[config.mk]
export PLATFORM = sky130hd
export DESIGN_NAME = uart_chan
export DESIGN_NICKNAME = d
export VERILOG_FILES = /design/src/design/uart_chan.v
export VERILOG_INCLUDE_DIRS = /design/src /design/src/design
export SDC_FILE = /design/constraint.sdc
export NUM_CORES = 1
export LEC_CHECK = 0
export ABC_CLOCK_PERIOD_IN_PS = 1800
export BUFFER_PORTS_ARGS = -buffer_cell sky130_fd_sc_hd__buf_2
export CORE_MARGIN = 2
export CORE_UTILIZATION = 49
export DETAILED_ROUTE_END_ITERATION = 8
export PLACE_DENSITY_LB_ADDON = 0.12
export REMOVE_ABC_BUFFERS = 1
export SYNTH_ARGS = -nofsm -noshare
export SYNTH_HDL_FRONTEND = slang
export SYNTH_SLANG_ARGS = --single-unit
export TNS_END_PERCENT = 10
[constraint.sdc]
create_clock -name sys_clk -period 1.8 [get_ports sys_clk]
set_input_delay 0.36 -clock sys_clk [delete_from_list [all_inputs] [get_ports sys_clk]]
set_output_delay 0.36 -clock sys_clk [all_outputs]
set_load 0.02 [all_outputs]
[src/design/uart_chan_consts.vh]
`ifndef UART_CHAN_CONSTS_VH
`define UART_CHAN_CONSTS_VH
`define OFS_DATA      4'h0
`define OFS_IER       4'h1
`define OFS_ISR       4'h2
`define OFS_LCR       4'h3
`define OFS_MCR       4'h4
`define OFS_LSR       4'h5
`define OFS_MSR       4'h6
`define OFS_SPR       4'h7
`define OFS_FEATURE_CONTROL      4'h8
`define OFS_EFR       4'h9
`define OFS_TX_FIFO_LEVEL     4'ha
`define OFS_RX_FIFO_LEVEL     4'hb
`define OFS_XCHAR     4'hc
`define OFS_XOFF2     4'hd
`define OFS_XON1      4'he
`define OFS_XON2      4'hf
`define LCR_DLAB      7
`define MCR_DTR       0
`define MCR_RTS       1
`define MCR_LOOP      4
`define MCR_IR        6
`define EFR_ARTS      6
`define EFR_ACTS      7
`define FEATURE_CONTROL_IRINV    4
`define RST_BYTE      8'h00
`define RST_DIV       8'h01
`define OVS_LAST      4'hf
`define OVS_MID       4'h7
`define IR_PULSE_LO   4'h6
`define IR_PULSE_HI   4'h8
`define IR_HOLD       5'h10
`endif

[src/design/uart_chan.v]
`timescale 1ns/100ps
`include "uart_chan_consts.vh"

module uart_chan #(
   parameter [2:0] CHANNEL = 3'h0
) (
   input  wire        sys_clk,     // 200 MHz clock
   input  wire        rst_n,       // Async reset, active low
   input  wire        bus_sel,     // Access strobe, one cycle
   input  wire        bus_wr,      // 1 write, 0 read
   input  wire [11:0] bus_addr,    // Channel and register address
   input  wire [7:0]  bus_wdata,   // Write data
   output reg  [7:0]  bus_rdata_q, // Read data
   output reg         bus_ack_q,   // Access taken by this channel
   input  wire        ir_en_pin,   // Global infrared start-up enable
   input  wire        rx_pin,      // Serial receive pin
   output reg         tx_pin_q,    // Serial transmit pin
   input  wire        cts_n_pin,   // Clear to send, active low
   input  wire        dsr_n_pin,   // Data set ready, active low
   input  wire        cd_n_pin,    // Carrier detect, active low
   input  wire        ri_n_pin,    // Ring indicator, active low
   output reg         rts_n_q,     // Request to send, active low
   output reg         dtr_n_q      // Data terminal ready, active low
);

   localparam [1:0] S_IDLE = 2'h0;
   localparam [1:0] S_START = 2'h1;
   localparam [1:0] S_DATA = 2'h2;
   localparam [1:0] S_STOP = 2'h3;

   // ****************************************
   // Register storage
   // ****************************************
   reg [7:0]  ier_q, lcr_q, mcr_q, spr_q, feature_control_q, efr_q;
   reg [7:0]  dll_q, dlm_q, dld_q, delay_q, fcr_q;
   reg [7:0]  tx_fifo_trigger_q, rx_fifo_trigger_q;
   reg [7:0]  xchar_q [0:3];
   reg [7:0]  thr_q, rhr_q;
   reg        thr_full_q, rhr_full_q, overrun_q, frame_q;
   reg [3:0]  msr_delta_q;
   reg [1:0]  init_q;

   // ****************************************
   // Pin synchronisers
   // ****************************************
   reg [5:0] s1_q, s2_q;
   always @(posedge sys_clk or negedge rst_n) begin
      if (!rst_n) begin
         s1_q <= 6'h3f;
         s2_q <= 6'h3f;
      end else begin
         s1_q <= {ir_en_pin, rx_pin, cts_n_pin, dsr_n_pin, cd_n_pin,
                  ri_n_pin};
         s2_q <= s1_q;
      end
   end
   wire ir_en_s = s2_q[5];
   wire rx_s    = s2_q[4];

   wire loop_on = mcr_q[`MCR_LOOP];
   wire ir_on   = mcr_q[`MCR_IR];

   // Modem inputs; loopback feeds them from control bits instead of pins
   wire [3:0] mpin = {~s2_q[1], ~s2_q[0], ~s2_q[2], ~s2_q[3]};
   wire [3:0] mloop = {mcr_q[3], mcr_q[2], mcr_q[`MCR_DTR],
                       mcr_q[`MCR_RTS]};
   wire [3:0] mstat = loop_on ? mloop : mpin; // {cd,ri,dsr,cts}
   reg  [3:0] mstat_q;

   // ****************************************
   // Address decode
   // ****************************************
   wire       hit  = bus_sel && (bus_addr[11:9] == CHANNEL);
   wire [3:0] ofs  = bus_addr[3:0];
   wire       dlab = lcr_q[`LCR_DLAB];
   wire       wr   = hit && bus_wr;
   wire       rd   = hit && !bus_wr;

   // ****************************************
   // Baud tick: 16x oversampling
   // ****************************************
   reg [15:0] baud_cnt_q;
   wire [15:0] divisor = {dlm_q, dll_q};
   wire tick = (baud_cnt_q == 16'h0000);
   always @(posedge sys_clk or negedge rst_n) begin
      if (!rst_n)
         baud_cnt_q <= 16'h0000;
      else if (tick)
         baud_cnt_q <= (divisor == 16'h0000) ? 16'h0000 : divisor - 16'h0001;
      else
         baud_cnt_q <= baud_cnt_q - 16'h0001;
   end

   // ****************************************
   // Transmitter
   // ****************************************
   reg [1:0] tx_st_q;
   reg [3:0] tx_ovs_q;
   reg [2:0] tx_bit_q;
   reg [7:0] tx_sh_q;
   wire cts_block = efr_q[`EFR_ACTS] && !mstat[0];
   wire tx_busy = (tx_st_q != S_IDLE);
   reg tx_line; // Shift register output, before any encoding
   always @* begin
      case (tx_st_q)
         S_START: tx_line = 1'b0;
         S_DATA:  tx_line = tx_sh_q[0];
         default: tx_line = 1'b1;
      endcase
   end

   // A new character starts only between characters, so a flow stop
   // never truncates the one in flight
   wire tx_take = tick && !tx_busy && thr_full_q && !cts_block;
   always @(posedge sys_clk or negedge rst_n) begin
      if (!rst_n) begin
         tx_st_q  <= S_IDLE;
         tx_ovs_q <= 4'h0;
         tx_bit_q <= 3'h0;
         tx_sh_q  <= `RST_BYTE;
      end else if (tx_take) begin
         tx_st_q  <= S_START;
         tx_ovs_q <= 4'h0;
         tx_sh_q  <= thr_q;
      end else if (tick && tx_busy) begin
         tx_ovs_q <= tx_ovs_q + 4'h1;
         if (tx_ovs_q == `OVS_LAST) begin
            case (tx_st_q)
               S_START: begin
                  tx_st_q  <= S_DATA;
                  tx_bit_q <= 3'h0;
               end
               S_DATA: begin
                  tx_sh_q  <= {1'b0, tx_sh_q[7:1]};
                  tx_bit_q <= tx_bit_q + 3'h1;
                  if (tx_bit_q == 3'h7)
                     tx_st_q <= S_STOP;
               end
               default: tx_st_q <= S_IDLE;
            endcase
         end
      end
   end

   // Encoder: high pulse on samples 6..8, the middle 3/16 of a zero bit
   wire ir_pulse = !tx_line && (tx_ovs_q >= `IR_PULSE_LO)
                   && (tx_ovs_q <= `IR_PULSE_HI);
   always @(posedge sys_clk or negedge rst_n) begin
      if (!rst_n)
         tx_pin_q <= 1'b1;
      else if (loop_on)
         tx_pin_q <= 1'b1;
      else if (ir_on)
         tx_pin_q <= ir_pulse;
      else
         tx_pin_q <= tx_line;
   end

   // ****************************************
   // Receive front end and decoder
   // ****************************************
   wire ir_raw = feature_control_q[`FEATURE_CONTROL_IRINV] ? ~rx_s : rx_s;
   reg [4:0] ir_hold_q;
   // A pulse pulls the decoded line low for one bit time; idle low input
   // therefore decodes as a steady one
   always @(posedge sys_clk or negedge rst_n) begin
      if (!rst_n)
         ir_hold_q <= 5'h00;
      else if (ir_raw)
         ir_hold_q <= `IR_HOLD;
      else if (tick && ir_hold_q != 5'h00)
         ir_hold_q <= ir_hold_q - 5'h01;
   end
   wire ir_line = (ir_hold_q == 5'h00);
   reg rx_line;
   always @* begin
      if (loop_on)
         rx_line = tx_line;
      else if (ir_on)
         rx_line = tx_busy ? 1'b1 : ir_line;
      else
         rx_line = rx_s;
   end

   // ****************************************
   // Receiver
   // ****************************************
   reg [1:0] rx_st_q;
   reg [3:0] rx_ovs_q;
   reg [2:0] rx_bit_q;
   reg [7:0] rx_sh_q;
   reg       rx_done;
   always @(posedge sys_clk or negedge rst_n) begin
      if (!rst_n) begin
         rx_st_q  <= S_IDLE;
         rx_ovs_q <= 4'h0;
         rx_bit_q <= 3'h0;
         rx_sh_q  <= `RST_BYTE;
         rx_done  <= 1'b0;
      end else begin
         rx_done <= 1'b0;
         if (tick) begin
            rx_ovs_q <= rx_ovs_q + 4'h1;
            case (rx_st_q)
               S_IDLE: if (!rx_line) begin
                  rx_st_q  <= S_START;
                  rx_ovs_q <= 4'h0;
               end
               S_START: if (rx_ovs_q == `OVS_MID) begin
                  rx_ovs_q <= 4'h0;
                  rx_bit_q <= 3'h0;
                  rx_st_q  <= rx_line ? S_IDLE : S_DATA;
               end
               S_DATA: if (rx_ovs_q == `OVS_LAST) begin
                  rx_sh_q  <= {rx_line, rx_sh_q[7:1]};
                  rx_bit_q <= rx_bit_q + 3'h1;
                  if (rx_bit_q == 3'h7)
                     rx_st_q <= S_STOP;
               end
               default: if (rx_ovs_q == `OVS_LAST) begin
                  rx_st_q <= S_IDLE;
                  rx_done <= 1'b1;
               end
            endcase
         end
      end
   end
   reg rx_stop_ok_q;
   always @(posedge sys_clk or negedge rst_n) begin
      if (!rst_n)
         rx_stop_ok_q <= 1'b1;
      else if (tick && rx_st_q == S_STOP && rx_ovs_q == `OVS_LAST)
         rx_stop_ok_q <= rx_line;
   end

   // ****************************************
   // Register writes and holding flags
   // ****************************************
   wire rd_rhr = rd && !dlab && ofs == `OFS_DATA;
   wire rd_msr = rd && ofs == `OFS_MSR;
   always @(posedge sys_clk or negedge rst_n) begin
      if (!rst_n) begin
         ier_q <= `RST_BYTE;  lcr_q <= `RST_BYTE;  mcr_q <= `RST_BYTE;
         spr_q <= `RST_BYTE;  feature_control_q <= `RST_BYTE; efr_q <= `RST_BYTE;
         dll_q <= `RST_DIV;   dlm_q <= `RST_BYTE;  dld_q <= `RST_BYTE;
         delay_q <= `RST_BYTE; fcr_q <= `RST_BYTE;
         tx_fifo_trigger_q <= `RST_BYTE; rx_fifo_trigger_q <= `RST_BYTE;
         xchar_q[0] <= `RST_BYTE; xchar_q[1] <= `RST_BYTE;
         xchar_q[2] <= `RST_BYTE; xchar_q[3] <= `RST_BYTE;
         thr_q <= `RST_BYTE;  thr_full_q <= 1'b0;
         init_q <= 2'h0;
      end else begin
         // Preset waits for the pin to clear its synchroniser
         if (init_q != 2'h3)
            init_q <= init_q + 2'h1;
         if (init_q == 2'h2)
            mcr_q[`MCR_IR] <= ir_en_s;
         if (tx_take)
            thr_full_q <= 1'b0;
         if (wr) begin
            if (ofs == `OFS_DATA) begin
               if (dlab)
                  dll_q <= bus_wdata;
               else begin
                  thr_q      <= bus_wdata;
                  thr_full_q <= 1'b1;
               end
            end else if (ofs == `OFS_IER) begin
               if (dlab)
                  dlm_q <= bus_wdata;
               else
                  ier_q <= bus_wdata;
            end else if (ofs == `OFS_ISR) begin
               if (dlab)
                  dld_q <= {4'h0, bus_wdata[3:0]};
               else
                  fcr_q <= bus_wdata;
            end else if (ofs == `OFS_LCR)
               lcr_q <= bus_wdata;
            else if (ofs == `OFS_MCR)
               mcr_q <= bus_wdata;
            else if (ofs == `OFS_MSR)
               delay_q <= bus_wdata;
            else if (ofs == `OFS_SPR)
               spr_q <= bus_wdata;
            else if (ofs == `OFS_FEATURE_CONTROL)
               feature_control_q <= bus_wdata;
            else if (ofs == `OFS_EFR)
               efr_q <= bus_wdata;
            else if (ofs == `OFS_TX_FIFO_LEVEL)
               tx_fifo_trigger_q <= bus_wdata;
            else if (ofs == `OFS_RX_FIFO_LEVEL)
               rx_fifo_trigger_q <= bus_wdata;
            else if (ofs >= `OFS_XCHAR)
               xchar_q[ofs[1:0]] <= bus_wdata;
         end
      end
   end

   // Receive holding; new data wins over a read in the same cycle
   always @(posedge sys_clk or negedge rst_n) begin
      if (!rst_n) begin
         rhr_q <= `RST_BYTE;
         rhr_full_q <= 1'b0;
         overrun_q <= 1'b0;
         frame_q <= 1'b0;
      end else if (rx_done) begin
         rhr_q <= rx_sh_q;
         rhr_full_q <= 1'b1;
         frame_q <= !rx_stop_ok_q;
         if (rhr_full_q && !rd_rhr)
            overrun_q <= 1'b1;
      end else if (rd_rhr) begin
         rhr_full_q <= 1'b0;
         frame_q <= 1'b0;
      end
   end

   // Modem deltas: sticky, set beats the clearing read
   always @(posedge sys_clk or negedge rst_n) begin
      if (!rst_n) begin
         mstat_q <= 4'h0;
         msr_delta_q <= 4'h0;
      end else begin
         mstat_q <= mstat;
         msr_delta_q <= (rd_msr ? 4'h0 : msr_delta_q) | (mstat ^ mstat_q);
      end
   end

   // ****************************************
   // Flow control outputs
   // ****************************************
   wire [7:0] rx_level = {7'h00, rhr_full_q};
   wire [7:0] tx_level = {7'h00, thr_full_q};
   reg rts_hold_q;
   always @(posedge sys_clk or negedge rst_n) begin
      if (!rst_n)
         rts_hold_q <= 1'b0;
      else if (!efr_q[`EFR_ARTS])
         rts_hold_q <= 1'b0;
      else if (rx_level <= {4'h0, feature_control_q[3:0]})
         rts_hold_q <= 1'b0;
      else if (rx_fifo_trigger_q != 8'h00 && rx_level >= rx_fifo_trigger_q)
         rts_hold_q <= 1'b1;
   end
   always @(posedge sys_clk or negedge rst_n) begin
      if (!rst_n) begin
         rts_n_q <= 1'b1;
         dtr_n_q <= 1'b1;
      end else begin
         rts_n_q <= loop_on || !mcr_q[`MCR_RTS] || rts_hold_q;
         dtr_n_q <= loop_on || !mcr_q[`MCR_DTR];
      end
   end

   // ****************************************
   // Register reads
   // ****************************************
   wire [7:0] line_status = {1'b0, !tx_busy && !thr_full_q, !thr_full_q, 1'b0,
                     frame_q, 1'b0, overrun_q, rhr_full_q};
   wire [3:0] isr_src = (ier_q[0] && rhr_full_q) ? 4'h4 :
                        (ier_q[1] && !thr_full_q) ? 4'h2 : 4'h1;
   reg [7:0] rd_mux;
   always @* begin
      if (ofs == `OFS_DATA)
         rd_mux = dlab ? dll_q : rhr_q;
      else if (ofs == `OFS_IER)
         rd_mux = dlab ? dlm_q : ier_q;
      else if (ofs == `OFS_ISR)
         rd_mux = dlab ? dld_q : {{2{fcr_q[0]}}, 2'h0, isr_src};
      else if (ofs == `OFS_LCR)
         rd_mux = lcr_q;
      else if (ofs == `OFS_MCR)
         rd_mux = mcr_q;
      else if (ofs == `OFS_LSR)
         rd_mux = line_status;
      else if (ofs == `OFS_MSR)
         rd_mux = {mstat, msr_delta_q};
      else if (ofs == `OFS_SPR)
         rd_mux = spr_q;
      else if (ofs == `OFS_FEATURE_CONTROL)
         rd_mux = feature_control_q;
      else if (ofs == `OFS_EFR)
         rd_mux = efr_q;
      else if (ofs == `OFS_TX_FIFO_LEVEL)
         rd_mux = tx_level;
      else if (ofs == `OFS_RX_FIFO_LEVEL)
         rd_mux = rx_level;
      else
         rd_mux = 8'h00; // Flow flags idle; 0xc-0xf write-only
   end
   always @(posedge sys_clk or negedge rst_n) begin
      if (!rst_n) begin
         bus_rdata_q <= 8'h00;
         bus_ack_q <= 1'b0;
      end else begin
         bus_ack_q <= hit;
         bus_rdata_q <= rd ? rd_mux : 8'h00;
      end
   end

endmodule

* Word-level counts from Yosys, hierarchy flattened *
Cells that the tools add are included.

operators by class
  add/sub/neg operators = 8
  $lt $le $gt $ge = 4
  equal/unequal tests = 29
  muxes and demuxes = 76
  bitwise logic cells = 19
  reductions and logical operators = 72

operators with widths
  operator                 count
  $mux W8                  18
  $mux W7                  6
  $logic_not A16 Y1        2
  $mux W16                 2
  $sub A16 B1 Y16 const B  2
  $eq A4 B4 Y1 const B     6
  $mux W4                  6
  $mux W1                  22
  $mux W2                  11
  $logic_and A1 B1 Y1      21
  $eq A4 B3 Y1 const B     5
  $not A1 Y1               17
  $reduce_and A4 Y1        4
  $reduce_bool A2 Y1       8
  $reduce_and A3 Y1        5
  $reduce_and A5 Y1        3
  $pmux W3 S2              2
  $reduce_and A12 Y1       1
  $reduce_and A6 Y1        2
  $logic_not A1 Y1         11
  $mux W5                  2
  $ne A2 B2 Y1 const B     5
  $reduce_and A10 Y1       1
  $mux W3                  3
  33 further kinds         43

word-level totals
  flip-flop bits (word level) = 189
  bits of input ports = 30
  output and inout bits = 12
  word-level logic and storage cells = 249

* Longest topological paths before layout *
Gate-level depths: netlist of run 1.

  word-level depth = 14
  depth in mapped cells = 9
  depth with buffers taken out = 8

* Worst setup path after synthesis of run 1 *
No wires, ideal clock.

  path kind = reg2reg
  start = reg ir_hold_q[0]
  end = reg rx_ovs_q[0]
  arrival = 1.913 ns
  slack = -0.208 ns
  cell stages (with the launch flop) = 10
  buffers on the path = 1
  cells stage by stage = dfrtp_1 inv_1 ha_1 or4b_1 a311oi_1 a21o_1 or3_1 buf_2 nand2_1 o31ai_1

between the ends
  word-level cells in the longest chain between the ends = 6

ends and longest elaborated chain
  item                    RTL line         text
  from (decl)             uart_chan.v:163  reg [4:0] ir_hold_q;
  from (signal assigned)  uart_chan.v:170  ir_hold_q <= `IR_HOLD;
  from (signal assigned)  uart_chan.v:172  ir_hold_q <= ir_hold_q - 5'h01;
  $logic_not A5 Y1        uart_chan.v:174  wire ir_line = (ir_hold_q == 5'h00);
  $mux W1                 uart_chan.v:180  rx_line = tx_busy ? 1'b1 : ir_line;
  $mux W1                 uart_chan.v:179  else if (ir_on)
  $mux W1                 uart_chan.v:177  if (loop_on)
  $mux W4                 uart_chan.v:205  S_IDLE: if (!rx_line) begin
  $pmux W4 S2             uart_chan.v:204  case (rx_st_q)
  to (signal assigned)    uart_chan.v:203  rx_ovs_q <= rx_ovs_q + 4'h1;
  to (decl)               uart_chan.v:189  reg [3:0] rx_ovs_q;

No other way between the ends.
A chain may end at the register's enable or synchronous reset.

* Final worst setup path of run 1 *
  start = reg ir_hold_q[1]
  end = reg rx_ovs_q[3]

Same word-level chain as after synthesis.

==> run summary, run 1 <==
Commonest cells post-synth: dfrtp_1, mux2_2, nand2_1
VDD IR max: 0.618 mV
CTS Buf Count: 17
CTS tree: yes
leading cell type by number of instances after synthesis: dfrtp_1
Logic pwr share: 9.8%
Mapped Area: 9250 µm²
CP Class: flip-flop to flip-flop
reg2reg start: ir_hold_q[1]
P_int: 0.00700 W
YS warnings: 0
Critical Path Fanout Max: 4
routed vias: 7241
total clock sinks: 189
GRT Overall Usage: 25.2%
hold depth: 1
P_sw: 0.00239 W
Synth Flop Type: dfrtp_1
Max-Cap Viols: 0
failing checks: negative setup slack
Layout Nets: 1092
Worst R2R End: rx_ovs_q[3]
status: finished with violations
vias per cell: 5.60
Final period util: 114%
post-synth cell types: 71
FF-to-FF path depth: 9
Area Overhead vs Synth: 29.6%
Hold Vio Cnt, Final: 0
sequential share of the synthesized area: 51.4%
Die Ht: 141 µm
critical path arrival: 2.42 ns
GP Congestion: 0.923
sequential share of power: 48.5%
fmax: 0.486 GHz
Hold Worst Slack: 0.0212 ns
IO Pins: 42
HPWL after DPL: 17600 µm
1st-pass router iterations: 6
worst setup margin: -0.257 ns
Yosys top cell area share: 46.5%
clk_lat worst skew: 0.44 ns
CP Launch Type: flip-flop
DR WL/cell: 19.1 µm
Core ar.: 18600 µm²
net switching fraction of the power: 25.4%
total gr overflow: 0
share of layout cells above drive strength 1: 41.9%
vias in the first global route: 7450
HP Start: ri_n_pin
port bufs: 36
min-delay worst type: input port to flip-flop
Setup WS pre-CTS: -0.394 ns
H-Tree Depth: 4
Slew HR: 61.4%
Post-synth EDFFs: 0
Worst Path Required: 2.17 ns
Initial Util: 49.6%
Worst setup startpoint: ir_hold_q[1]
measured slew at the worst slew-check pin: 0.579 ns
Static Leak: 5.70 nW
Clk pwr share: 41.7%
setup violators final: 39
detailed-route wire length: 24700 µm
Avg Cell Area, Syn: 11.0 µm²
Clock transition at path regs: 0.08 ns
minimum period implied by the final worst setup slack: 2.06 ns
placed insts: 1239
antenna-violating nets left: 0
die width: 141 µm
top cells by area, synth: dfrtp_1, mux2_2, dfstp_2
DR DRC count: 0
total negative slack: -3.99 ns
Hold EP: s1_q[0]
reg2reg setup slack: -0.26 ns
Placement Rows: 50
CTS max path bufs: 2
PwrDens: 784 nW/µm²
Final Skew: 0.0122 ns
DRT iter0 DRCs: 379
Async SR Flop Fraction: 100%
Final Non-Filler Cells: 1293
RSZ-0062 raised after global routing: yes
#FFs+latches synth: 189
DIE AREA: 20000 µm²
largest net degree at the start of global routing: 51
initial antenna violation count: 0
CTS Root Buffer Type: clkbuf_16
max-slew violation total from the final report: 0
cells after synthesis: 844
wire length of the first global-routing pass: 39000 µm
cell taking the most area after synthesis: dfrtp_1
crit path capture type: flip-flop
## worst max-delay path by stage
stage / endpoint
3_3_place_gp: bus_rdata_q[0]
3_5_place_dp: rx_ovs_q[0]
5_1_grt: rx_ovs_q[3]
4_1_cts: rx_ovs_q[0]
2_1_floorplan: dlm_q[0]
6_report: rx_ovs_q[3]
## cell families (layout without fill, tap and decap cells)
group / Yosys count / in the layout / share of synthesized area, %
AND/OR/NAND/NOR: 246 / 246 / 14.0
XOR/XNOR: 33 / 33 / 3.12
other: 0 / 1 / 0
flip-flops: 189 / 189 / 51.4
AO/OA/AOI/OAI: 157 / 157 / 10.5
buffers and inverters: 74 / 288 / 3.33
multiplexers: 128 / 128 / 15.4
adder cells (fa/ha/maj): 17 / 17 / 2.30
## power groups by stage
| stage | Combinational, W | Clock (W) | Sequential [W] |
|---|---|---|---|
| floorplan | 0.000331 | 0 | 0.00464 |
| global placement | 0.000875 | 0 | 0.00462 |
| detailed placement | 0.000895 | 0 | 0.00463 |
| CTS | 0.000905 | 0.00398 | 0.00455 |
| global route | 0.00100 | 0.00418 | 0.00458 |
| finish | 0.000920 | 0.00392 | 0.00456 |
## final cells by class
type                    instances  area [µm²]
well taps                     234         293
inverters                      32         124
diodes                          1        2.50
clock buffers                  19         443
clock inverters                13         169
flip-flops and latches        189        4750
fillers                      1477        6660
repair buffers                224        1730
multi-input cells             581        4480
## sequential cells by signal, indices dropped and copies added (netlist names), 5 cells and up
name               cells
dlm_q                  8
tx_sh_q                8
lcr_q                  8
rx_fifo_trigger_q      8
ier_q                  8
baud_cnt_q            16
ir_hold_q              5
s1_q                   6
bus_rdata_q            8
feature_control_q      8
mcr_q                  8
efr_q                  8
s2_q                   6
rhr_q                  8
rx_sh_q                8
thr_q                  8
dll_q                  8
spr_q                  8
## what timing repair did
item,in CTS,in global routing
resized for setup,43,49
gates cloned,0,1
hold buffers,1,3
setup endpoints to repair,58,63
pin swaps,26,23
setup buffers,2,14
hold endpoints to repair,32,3
## through the flow
step                      area [µm²]  util [%]  total power, W
after floorplan                 9060         -         0.00497
after global placement         10900      58.3         0.00550
after detailed placement       10900      58.3         0.00553
after CTS                      11700      62.5         0.00944
after global routing           12000      64.3         0.00975
final                          12000      64.3         0.00939
## placed cells by master (no fill, tap or decap), types with 7 or more instances in the layout
cell | Yosys | routed
dfstp_2 | 17 | 17
nor2_1 | 43 | 42
buf_2 | 12 | 35
o21ai_1 | 0 | 13
nor3_2 | 2 | 9
nand3_1 | 23 | 22
inv_6 | 0 | 7
nor3_1 | 38 | 27
nand2_1 | 76 | 65
buf_4 | 2 | 167
mux2i_1 | 23 | 22
clkbuf_16 | 0 | 17
mux2_2 | 104 | 104
dfrtp_1 | 172 | 172
o21ai_0 | 46 | 32
xnor2_1 | 23 | 21
nand2b_1 | 11 | 11
a31oi_1 | 7 | 7
ha_1 | 17 | 15
buf_6 | 1 | 11
a21oi_1 | 51 | 49
nand2_2 | 1 | 11
inv_1 | 31 | 30
xor2_1 | 10 | 9
## per-layer routing
metal | share of wire [%] | wire [µm] | GRT usage [%] | vias to the layer above
li1 | - | - | - | 3431
met5 | 0 | 0 | 0 | -
met4 | 1.6 | 393 | 6.74 | 0
met1 | 44 | 11000 | 33.3 | 3654
met2 | 51 | 12500 | 42.9 | 131
met3 | 3.2 | 787 | 4.66 | 25
## critical path: stages, from the launching register on
cell	delay [ns]
dfrtp_1	0.38
inv_1	0.06
ha_2	0.16
or4b_4	0.48
a311oi_2	0.32
a21o_1	0.15
or3_4	0.15
buf_6	0.09
nand3_1	0.09
nand3_1	0.10
Note: power is estimated with default switching activity, not from simulation.
==> run 2, diff against run 1 <==
CORE_UTILIZATION = 56   (was 49)
==> run 2 against run 1 <==
Net effect:
- the run still ends with negative setup slack left
- flip-flop and latch count unchanged
- utilization up 8.6 points
- register-to-register slack about the same
- first-iteration DRC count up 41%
- worst hold slack worse by 0.00060 ns
- fmax down 0.28%
- clock power down 4%
- global-route usage up 3.9 points
- via count up 1.2%
- critical path depth down 1
- clock skew down 0.0011 ns
- non-clock buffer count down 29
- largest cell class unchanged
==> run summary, run 2 (synthesis gave the netlist of run 1 again) <==
Final Non-Filler Cells: 1246 (was 1293)
vias per cell: 5.88 (was 5.60)
Max-Cap Viols: 0 (unchanged)
CTS Buf Count: 17 (unchanged)
DR DRC count: 0 (unchanged)
total negative slack: -4.78 ns (was -3.99 ns)
max-slew violation total from the final report: 0 (unchanged)
met1 GRT Util: 38.0% (was 33.3%)
antenna-violating nets left: 0 (unchanged)
initial antenna violation count: 0 (unchanged)
largest net degree at the start of global routing: 49 (was 51)
die width: 133 µm (was 141 µm)
status: finished with violations (unchanged)
GRT Overall Usage: 29.1% (was 25.2%)
worst setup margin: -0.262 ns (was -0.257 ns)
Final Skew: 0.0110 ns (was 0.0122 ns)
fmax: 0.485 GHz (was 0.486 GHz)
share of layout cells above drive strength 1: 38.8% (was 41.9%)
minimum period implied by the final worst setup slack: 2.06 ns (about the same)
Slowest cell on crit path: or4b_4 (unchanged)
H-Tree Depth: 4 (unchanged)
Area Overhead vs Synth: 26.1% (was 29.6%)
PwrDens: 791 nW/µm² (was 784 nW/µm²)
Core ar.: 16000 µm² (was 18600 µm²)
Reg with most FFs: baud_cnt_q (unchanged)
DRT iter0 DRCs: 534 (was 379)
GP Congestion: 0.928 (was 0.923)
crit path capture type: flip-flop (unchanged)
Worst Path Required: 2.14 ns (was 2.17 ns)
Initial Util: 57.8% (was 49.6%)
CP Class: flip-flop to flip-flop (unchanged)
measured slew at the worst slew-check pin: 0.643 ns (was 0.579 ns)
fillcell total: 1143 (was 1477)
1st-pass router iterations: 5 (was 6)
total gr overflow: 0 (unchanged)
setup violators final: 45 (was 39)
crit-path max cell delay: 0.51 ns (was 0.48 ns)
detailed-route wire length: 24800 µm (was 24700 µm)
busiest grt layer: met2 (unchanged)
Layout Nets: 1063 (was 1092)
CTS max path bufs: 2 (unchanged)
port bufs: 36 (unchanged)
failing checks: negative setup slack (unchanged)
routed vias: 7329 (was 7241)
Hold Vio Cnt, Final: 0 (unchanged)
global routing usage on met3: 5.52% (was 4.66%)
DIE AREA: 17600 µm² (was 20000 µm²)
most frequent cells in the layout: dfrtp_1, buf_4, mux2_2 (unchanged)
VDD IR max: 0.722 mV (was 0.618 mV)
CP Cell Sequence: inv_1, ha_1, or4b_4, a311oi_4, a21o_1, or3_4, nand2_1, o31ai_1 (was inv_1, ha_2, or4b_4, a311oi_2, a21o_1, or3_4, buf_6, nand3_1, nand3_1)
Die Ht: 133 µm (was 141 µm)
RSZ-0062 raised after global routing: yes (unchanged)
final total power: 0.00922 W (was 0.00939 W)
max FFs per register: 16 (unchanged)
clk_lat worst skew: 0.43 ns (was 0.44 ns)
Slew HR: 57.1% (was 61.4%)
met2 Usage GRT: 49.0% (was 42.9%)
FF/Latch Area: 4750 µm² (about the same)
wire length of the first global-routing pass: 40000 µm (was 39000 µm)
CTS Root Buffer Type: clkbuf_16 (unchanged)
Hold Worst Slack: 0.0206 ns (was 0.0212 ns)
Finished Core Util: 72.9% (was 64.3%)
DR WL/cell: 19.9 µm (was 19.1 µm)
Static Leak: 5.59 nW (was 5.70 nW)
IO Pins: 42 (unchanged)
Final period util: 115% (was 114%)
multi-input logic area: 4450 µm² (was 4480 µm²)
placed insts: 1204 (was 1239)
critical path arrival: 2.40 ns (was 2.42 ns)
total clock sinks: 189 (unchanged)
CP Launch Type: flip-flop (unchanged)
CTS tree: yes (unchanged)
reg2reg setup slack: -0.26 ns (about the same)
min-delay worst type: input port to flip-flop (unchanged)
commonest non-fill, non-tap cell in the layout: dfrtp_1 (unchanged)
Placement Rows: 46 (was 50)
Critical Path Fanout Max: 6 (was 4)
vias in the first global route: 7701 (was 7450)
Clock transition at path regs: 0.07 ns (was 0.08 ns)
HPWL after DPL: 17500 µm (was 17600 µm)
-- run 2: cell types whose count changed in the layout (fill, tap and decap cells not counted), sizes merged --
cell / before / now
buf: 219 / 192
clkbuf: 20 / 21
clkinv: 2 / 4
clkinvlp: 1 / 4
dlygate4sd3: 4 / 2
inv: 40 / 34
-- run 2: final timing paths --
| check | depth (start not counted) | start | endpoint |
|---|---|---|---|
| setup / recovery | 8 | ir_hold_q[0] | rx_ovs_q[0] |
| hold / removal | 1 | ir_en_pin | s1_q[5] |
| setup reg to reg | 8 | ir_hold_q[0] | rx_ovs_q[0] |
| hold reg to reg | 0 | s1_q[4] | s2_q[4] |
| max in group asynchronous | 3 | rst_n | dll_q[0] |
| min in group asynchronous | 2 | rst_n | tx_bit_q[2] |
-- run 2: where the power goes --
part,switching (W),internal [W]
sequential,0.000139,0.00442
combinational,0.000494,0.000423
clock,0.00165,0.00210
-- run 2: final cells by class --
class | instances | share of cell area [%]
antenna | 1 | 0.0215
clock buffer | 20 | 3.83
clock inverter | 12 | 1.19
inverter | 32 | 1.03
multi-input combinational | 581 | 38.1
sequential | 189 | 40.8
tap | 216 | 2.32
timing repair buffer | 195 | 12.7
-- run 2: worst max-delay path, delay by kind of cell, from the launching register on --
family | cells | cell delay [ns]
buffers and inverters | 1 | 0.06
DFF | 1 | 0.38
AOI/OAI and AO/OA | 3 | 0.63
adders and majority gates | 1 | 0.16
and+or+nand+nor | 3 | 0.73
-- run 2: metrics by stage --
step	worst slack [ns]	cell area [µm²]
3_3_place_gp	-0.312	10700
4_1_cts	-0.210	11500
6_report	-0.262	11700
5_1_grt	-0.334	11700
3_5_place_dp	-0.341	10700
2_1_floorplan	-0.485	9060
-- run 2: timing repair --
action	CTS	global route
setup endpoints to repair	57	65
setup buffers	1	6
pin swaps	24	21
resized for setup	35	47
endpoints found under the hold margin	32	1
hold buffers	1	1
-- run 2: routing by layer --
metal,vias up,wire length [µm]
met5,-,0
met4,0,627
met3,61,1140
met2,240,12500
met1,3660,10600
li1,3368,-
